<file path="config.mk">
export PLATFORM = sky130hd
export DESIGN_NAME = sei_irq_mask
export DESIGN_NICKNAME = d
export VERILOG_FILES = /design/src/inc/sei_pkg.sv /design/src/design/sei_irq_mask.sv
export SDC_FILE = /design/constraint.sdc
export NUM_CORES = 1
export LEC_CHECK = 0
export ABC_AREA = 1
export ABC_CLOCK_PERIOD_IN_PS = 1100
export BUFFER_PORTS_ARGS = -buffer_cell sky130_fd_sc_hd__buf_2
export CORE_MARGIN = 8
export CORE_UTILIZATION = 47
export CTS_BUF_LIST = sky130_fd_sc_hd__clkbuf_16
export CTS_CLUSTER_DIAMETER = 150
export DETAILED_ROUTE_END_ITERATION = 16
export HOLD_SLACK_MARGIN = 0.02
export PLACE_DENSITY = 0.79
export REMOVE_ABC_BUFFERS = 1
export SLEW_MARGIN = 25
export SYNTH_ARGS = -nofsm -noshare
export SYNTH_HDL_FRONTEND = slang
export SYNTH_SLANG_ARGS = --single-unit
</file>
<file path="constraint.sdc">
create_clock -name ref_clk -period 1.1 [get_ports ref_clk]
set_input_delay 0.055 -clock ref_clk [delete_from_list [all_inputs] [get_ports ref_clk]]
set_output_delay 0.055 -clock ref_clk [all_outputs]
set_load 0.005 [all_outputs]
</file>
<file path="src/inc/sei_pkg.sv">
// shared constants and carrier types for the synthesizer event interrupt block
package sei_pkg;
    // register indices; byte address is four times the index
    localparam logic [7:0]  IDX_ENABLES = 8'hA5;
    localparam logic [7:0]  IDX_GATES0  = 8'hA6;
    localparam logic [7:0]  IDX_GATES1  = 8'hA7;
    localparam logic [7:0]  IDX_CONFIG  = 8'hC0;
    localparam logic [7:0]  IDX_STATUS  = 8'hC1;
    localparam logic [7:0]  IDX_CLEAR   = 8'hC2;
    // writable bit masks, reserved bits read as zero
    localparam logic [7:0]  MASK_ENABLES = 8'h0F;
    localparam logic [7:0]  MASK_GATES0  = 8'h34;
    localparam logic [7:0]  MASK_GATES1  = 8'hF4;
    localparam logic [7:0]  MASK_CONFIG  = 8'h03;
    // field positions
    localparam int          BIT_LOCK   = 2;
    localparam int          BIT_ALIGNA = 4;
    localparam int          BIT_IRQON  = 0;
    localparam int          BIT_LEVEL  = 1;
    localparam int          NUM_SYNTH  = 4;
    localparam int          NUM_MON    = 2;
    // reset values
    localparam logic [7:0]  RST_REG    = 8'h00;
    localparam logic [31:0] RST_WORD   = 32'h0000_0000;

    // monitored status of one synthesizer: alignment per divider (A..D) and lock
    typedef struct packed {
        logic [3:0] alignDone;
        logic       lockChange;
    } sei_mon_t;
endpackage

</file>
<file path="src/design/sei_irq_mask.sv">
// synthesizer event interrupt masking with apb register access
// Behaviour
// - four per-synthesizer enable bits, bits 7:4 reserved
// - enables count only while interrupt function on
// - disabled synthesizer never interrupts nor sets fail
// - enabled synthesizer: gated change sets fail, interrupts
// - gate bit 2 selects lock status changes
// - gate bit 4 selects divider A alignment changes
// - first synthesizer: bit 5 gates divider B
// - second synthesizer: bits 7:4 dividers, bit 2 lock
// - rising and falling transitions both count
// - level mode holds pin until host clears
// - edge mode gives short pulse per interrupt
//
// Decided for this implementation: register access over APB.
module sei_irq_mask (
    // clock and reset
    input  wire logic                        ref_clk,
    input  wire logic                        reset_n,
    // apb slave
    input  wire logic                        psel,
    input  wire logic                        penable,
    input  wire logic                        pwrite,
    input  wire logic [11:0]                 paddr,
    input  wire logic [31:0]                 pwdata,
    output logic      [31:0]                 prdata,
    output logic                             pready,
    output logic                             pslverr,
    // synthesizer monitors, index 0 is the first synthesizer
    input  wire sei_pkg::sei_mon_t [sei_pkg::NUM_MON-1:0] monStatus,
    // interrupt towards the host, active high
    output logic                             irqOut
);
    timeunit 1ns;
    timeprecision 1ps;

    // ------------------------------------------------------------
    // register bus
    // ------------------------------------------------------------
    logic [7:0]  enables_r;
    logic [7:0]  gates0_r;
    logic [7:0]  gates1_r;
    logic [7:0]  config_r;
    logic [3:0]  fail_r;
    logic [31:0] prdata_r;
    logic        pready_r;
    logic        pslverr_r;
    logic        setupPhase;
    logic        wrStrobe;
    logic [7:0]  regIdx;
    logic        mapped;
    logic [7:0]  rdByte;
    logic [3:0]  clearVec;

    assign setupPhase = psel && !penable;
    assign wrStrobe   = psel && penable && pwrite && pready_r && !pslverr_r;
    assign regIdx     = paddr[9:2];

    always_comb
    begin
        mapped = (paddr[1:0] == 2'h0) && (paddr[11:10] == 2'h0);
        rdByte = sei_pkg::RST_REG;
        case (regIdx)
            sei_pkg::IDX_ENABLES: rdByte = enables_r;
            sei_pkg::IDX_GATES0:  rdByte = gates0_r;
            sei_pkg::IDX_GATES1:  rdByte = gates1_r;
            sei_pkg::IDX_CONFIG:  rdByte = config_r;
            sei_pkg::IDX_STATUS:  rdByte = {4'h0, fail_r};
            sei_pkg::IDX_CLEAR:   rdByte = sei_pkg::RST_REG;
            default:              mapped = 1'b0;
        endcase
    end

    // zero wait state: answer is prepared in the setup cycle
    always_ff @(posedge ref_clk or negedge reset_n)
    begin
        if (!reset_n)
        begin
            prdata_r  <= sei_pkg::RST_WORD;
            pready_r  <= 1'b0;
            pslverr_r <= 1'b0;
        end
        else
        begin
            pready_r  <= setupPhase;
            pslverr_r <= setupPhase && !mapped;
            if (setupPhase && !pwrite && mapped)
                prdata_r <= {24'h00_0000, rdByte};
            else if (setupPhase)
                prdata_r <= sei_pkg::RST_WORD;
        end
    end

    assign prdata  = prdata_r;
    assign pready  = pready_r;
    assign pslverr = pslverr_r;

    always_ff @(posedge ref_clk or negedge reset_n)
    begin
        if (!reset_n)
        begin
            enables_r <= sei_pkg::RST_REG;
            gates0_r  <= sei_pkg::RST_REG;
            gates1_r  <= sei_pkg::RST_REG;
            config_r  <= sei_pkg::RST_REG;
        end
        else if (wrStrobe)
        begin
            case (regIdx)
                sei_pkg::IDX_ENABLES: enables_r <= pwdata[7:0] & sei_pkg::MASK_ENABLES;
                sei_pkg::IDX_GATES0:  gates0_r  <= pwdata[7:0] & sei_pkg::MASK_GATES0;
                sei_pkg::IDX_GATES1:  gates1_r  <= pwdata[7:0] & sei_pkg::MASK_GATES1;
                sei_pkg::IDX_CONFIG:  config_r  <= pwdata[7:0] & sei_pkg::MASK_CONFIG;
                default:              config_r  <= config_r;
            endcase
        end
    end

    // write one to clear; only at the access edge
    assign clearVec = (wrStrobe && regIdx == sei_pkg::IDX_CLEAR) ? pwdata[3:0] : 4'h0;

    // ------------------------------------------------------------
    // change detection
    // ------------------------------------------------------------
    logic                  primed_r;
    sei_pkg::sei_mon_t [sei_pkg::NUM_MON-1:0] prevStatus_r;
    sei_pkg::sei_mon_t [sei_pkg::NUM_MON-1:0] changed;
    logic                  irqOn;
    logic                  levelMode;

    assign irqOn     = config_r[sei_pkg::BIT_IRQON];
    assign levelMode = config_r[sei_pkg::BIT_LEVEL];

    // first sample after reset only primes the history, so a status that is
    // already high at reset does not look like a change
    always_ff @(posedge ref_clk or negedge reset_n)
    begin
        if (!reset_n)
        begin
            primed_r     <= 1'b0;
            prevStatus_r <= '0;
        end
        else
        begin
            primed_r     <= 1'b1;
            prevStatus_r <= monStatus;
        end
    end

    // xor catches 0-to-1 and 1-to-0 alike
    assign changed = primed_r ? (monStatus ^ prevStatus_r) : '0;

    // ------------------------------------------------------------
    // event gating and sticky fail bits
    // ------------------------------------------------------------
    logic [3:0] eventHit;
    logic [3:0] setVec;

    always_comb
    begin
        eventHit    = 4'h0;
        eventHit[0] = (changed[0].lockChange && gates0_r[sei_pkg::BIT_LOCK])
                    | (|(changed[0].alignDone[1:0]
                         & gates0_r[sei_pkg::BIT_ALIGNA +: 2]));
        eventHit[1] = (changed[1].lockChange && gates1_r[sei_pkg::BIT_LOCK])
                    | (|(changed[1].alignDone
                         & gates1_r[sei_pkg::BIT_ALIGNA +: 4]));
    end

    // synthesizers 2 and 3 have enables but no monitor inputs here
    assign setVec = irqOn ? (eventHit & enables_r[3:0]) : 4'h0;

    // a set in the same cycle as its clear wins
    always_ff @(posedge ref_clk or negedge reset_n)
    begin
        if (!reset_n)
            fail_r <= 4'h0;
        else
            fail_r <= (fail_r & ~clearVec) | setVec;
    end

    // ------------------------------------------------------------
    // interrupt pin
    // ------------------------------------------------------------
    logic irqOut_r;

    // level mode: held until the host clears every enabled fail bit;
    // edge mode: one cycle per cycle in which a fail bit is set
    always_ff @(posedge ref_clk or negedge reset_n)
    begin
        if (!reset_n)
            irqOut_r <= 1'b0;
        else if (levelMode)
            irqOut_r <= irqOn && |(fail_r & enables_r[3:0]);
        else
            irqOut_r <= |setVec;
    end

    assign irqOut = irqOut_r;
endmodule

</file>
==> results.toml <==
[run_status]
outcome = "complete, but fails checks"
violated_checks = "negative setup slack"

[place]
detailed_place.area_mm2 = 0.00236
gpl.final_weighted_congestion = 0.899
port_buffer_cells = 43
dp_hpwl_um = 3560

[routing]
wl_um = 5230
drcViolationCount = 0
dr_total_vias = 1867
iteration_count_of_the_initial_detailed_routing_pass = 4
routed_wire_length_per_instance_um = 13.6
drt-initial-drc-count = 219
via_per_instance_ratio = 4.85
antenna_violating_nets_post_route = 0

[setup_path]
worst_ep_arrival_time_ns = 1.37
worst-endpoint-required_ns = 1.26
startpoint_type = "flop"
timing.critical_path.to_type = "flop"
reg2reg_slack_ns = -0.11
startpoint_to_endpoint_class_of_the_critical_path = "flop to flop"
path_max_fanout = 4

[layout]
insertedDiodeCount = 0
filler_cell_count = 364
nets = 393
syn_to_final_growth_pct = 34.1
stdcell_area_mm2 = 0.00276
post_route_cells_drive_above_1_share = 0.336

[clock_network]
cts_buffers = 5
clk_latency_ns = 0.28
cts_num_sinks = 38
cts_htree_levels = 2
tritoncts = "done"
ctsRootBufferMaster = "clkbuf_16"
clock_tree.buffer_depth = 2
cts.clk_slew.worst_paths_ns = 0.05

[hold_path]
min-delay-path-class = "input port to flop"

[synth]
post_synth_main_area_contributors = "dfrtp_1 46%, nand2_1 10%, buf_4 9.1%, nand3_1 8.3%, inv_1 4.4%"
asyncSetResetFlopFracSynth = 1.00
yosys.area.top_type_share = 0.463
synth-seq-area-share = 0.463
syn_area_cell_um2 = 8.22
synth_compound_area_frac = 0.0859
synthXorXnorAreaFrac = 0
synth_edf_count = 0
post_synth_instance_area_mm2 = 0.00205
synth_top_family_by_area = "simple AND/OR/NAND/NOR gates"
adder_cell_area_share_of_the_yosys_netlist = 0
yosysUniqueCellTypes = 23
ys_ff_latch = 38
yosys.cell_count.top_type = "nand2_1"
synth.top_cells.by_count = "57 x nand2_1, 38 x dfrtp_1, 34 x nand3_1"
ys_warn_count = 0
synth.mux.area_fraction = 0
synthDominantAreaCellType = "dfrtp_1"
dominantRegCellSynth = "dfrtp_1"
synthCells = 250
simple_gate_share_of_the_synthesized_area = 0.298

[pwr]
ir_drop_mv = 0.758
design_power_total_mw = 3.04
power_per_cell_area_mw_per_mm2 = 1100
total_leakage_power_nw = 1.47

[sta]
rsz0062_at_grt = "true"
setup_viol = 19
achievable-frequency_mhz = 830
final.setup.worst_slack_ns = -0.105
hold_slack_ns = 0.0289
final.period_utilization = 1.10
final_worst_path_period_need_ns = 1.21
worst_clock_skew_ns = 0.00454
final-max-slew-violation-count = 0
hold_viol = 0

[grt]
globalRoute.totalOverflow = 0
groute.usage.overall = 0.153
pin_count_of_the_biggest_net_entering_global_routing = 39
grt_pass1_vias = 1770
antenna_found_initial = 0
grt_pass1_wl_um = 7940

[floorplanning]
die_height_um = 82.1
core-area_mm2 = 0.00429
rows = 24
die_area_mm2 = 0.00674
die_w_um = 82.1
initial_utilization = 0.478
i_o_pins = 94

[flow_run]
max_cap_violations = 0
## cells by family (layout without fill, tap and decap cells)
kind of cell | after synthesis | after routing
other cells | 2 | 25
flops | 38 | 38
simple gates | 121 | 122
compound gates | 34 | 34
buf+inv | 55 | 114
## area by class of cell
| class | count | area [um^2] | area share |
|---|---|---|---|
| Inverter | 29 | 109 | 0.0395 |
| Clock inverter | 1 | 3.75 | 0.00136 |
| Timing Repair Buffer | 79 | 527 | 0.191 |
| Multi-Input combinational cell | 181 | 975 | 0.354 |
| Tap cell | 52 | 65.1 | 0.0236 |
| Clock buffer | 5 | 125 | 0.0454 |
| Sequential cell | 38 | 951 | 0.345 |
## metrics by stage
stage                      util  cells  TNS (ns)  setup WS [ns]
final                     0.642    385    -0.968         -0.105
after detailed placement  0.550    359     -3.01         -0.221
after CTS                 0.623    379    -0.850        -0.0776
after global routing      0.642    385     -2.38         -0.172
after floorplan               -    247         0        0.00633
after global placement    0.550    359     -2.06         -0.140
## critical path, cell delays in order (launching register included)
cell and delay [ns]:
dfrtp_1 0.33, nand4_1 0.12, nor2_4 0.17, buf_4 0.15
nand3_4 0.10, o21ai_1 0.17, inv_1 0.05
## layer usage
| layer | track usage | part of all wire |
|---|---|---|
| met1 | 0.181 | 0.39 |
| met2 | 0.251 | 0.50 |
| met3 | 0.0498 | 0.088 |
| met4 | 0.0649 | 0.024 |
| met5 | 0 | 0 |
## path summary, 6_finish.rpt
| path | end | cells past startpoint | from |
|---|---|---|---|
| worst max-delay path | fail_r[2]$_DFF_PN0_ | 6 | pready$_DFF_PN0_ |
| worst min-delay path | gates1_r[6]$_DFFE_PN0P_ | 3 | pwdata[6] |
| worst max register to register | fail_r[2]$_DFF_PN0_ | 6 | pready$_DFF_PN0_ |
| worst min register to register | prdata[3]$_DFFE_PN0P_ | 2 | prdata[3]$_DFFE_PN0P_ |
| max in group asynchronous | prevStatus_r[5]$_DFF_PN0_ | 3 | reset_n |
| min in group asynchronous | prdata[5]$_DFFE_PN0P_ | 3 | reset_n |
## what timing repair did
item	CTS	global route
hold endpoints to repair	47	0
gates resized for setup	17	11
cloned	1	0
endpoints found under the setup margin	19	20
pin swaps	5	5
hold buffers	10	0
setup buffers	3	6
## sequential cells by signal, summed over array words and instances (netlist names)
signal        flops
primed_r          1
pslverr           1
prevStatus_r      8
gates1_r          5
pready            1
gates0_r          3
irqOut            1
enables_r         4
fail_r            4
prdata            8
config_r          2
## cell usage in the layout (no fill, tap or decap), drive strengths merged
cell / synthesis / final
o21bai: 1 / 1
o21ai: 23 / 23
nand4: 3 / 3
inv: 28 / 28
a31oi: 1 / 1
nor2: 20 / 20
a21oi: 8 / 8
a21boi: 1 / 1
buf: 26 / 69
nand3: 37 / 38
clkbuf: 0 / 5
nand2: 61 / 61
dfrtp: 38 / 38
clkinv: 1 / 2
conb: 2 / 25
dlygate4sd3: 0 / 10
## where the power goes
part | switching, mW | internal [mW] | leakage (nW)
Sequential | 0.0137 | 1.42 | 0.492
Combinational | 0.183 | 0.127 | 0.919
Clock | 0.486 | 0.804 | 0.0632
Total | 0.682 | 2.35 | 1.47
No activity file was read; power rests on OpenSTA's default activity.
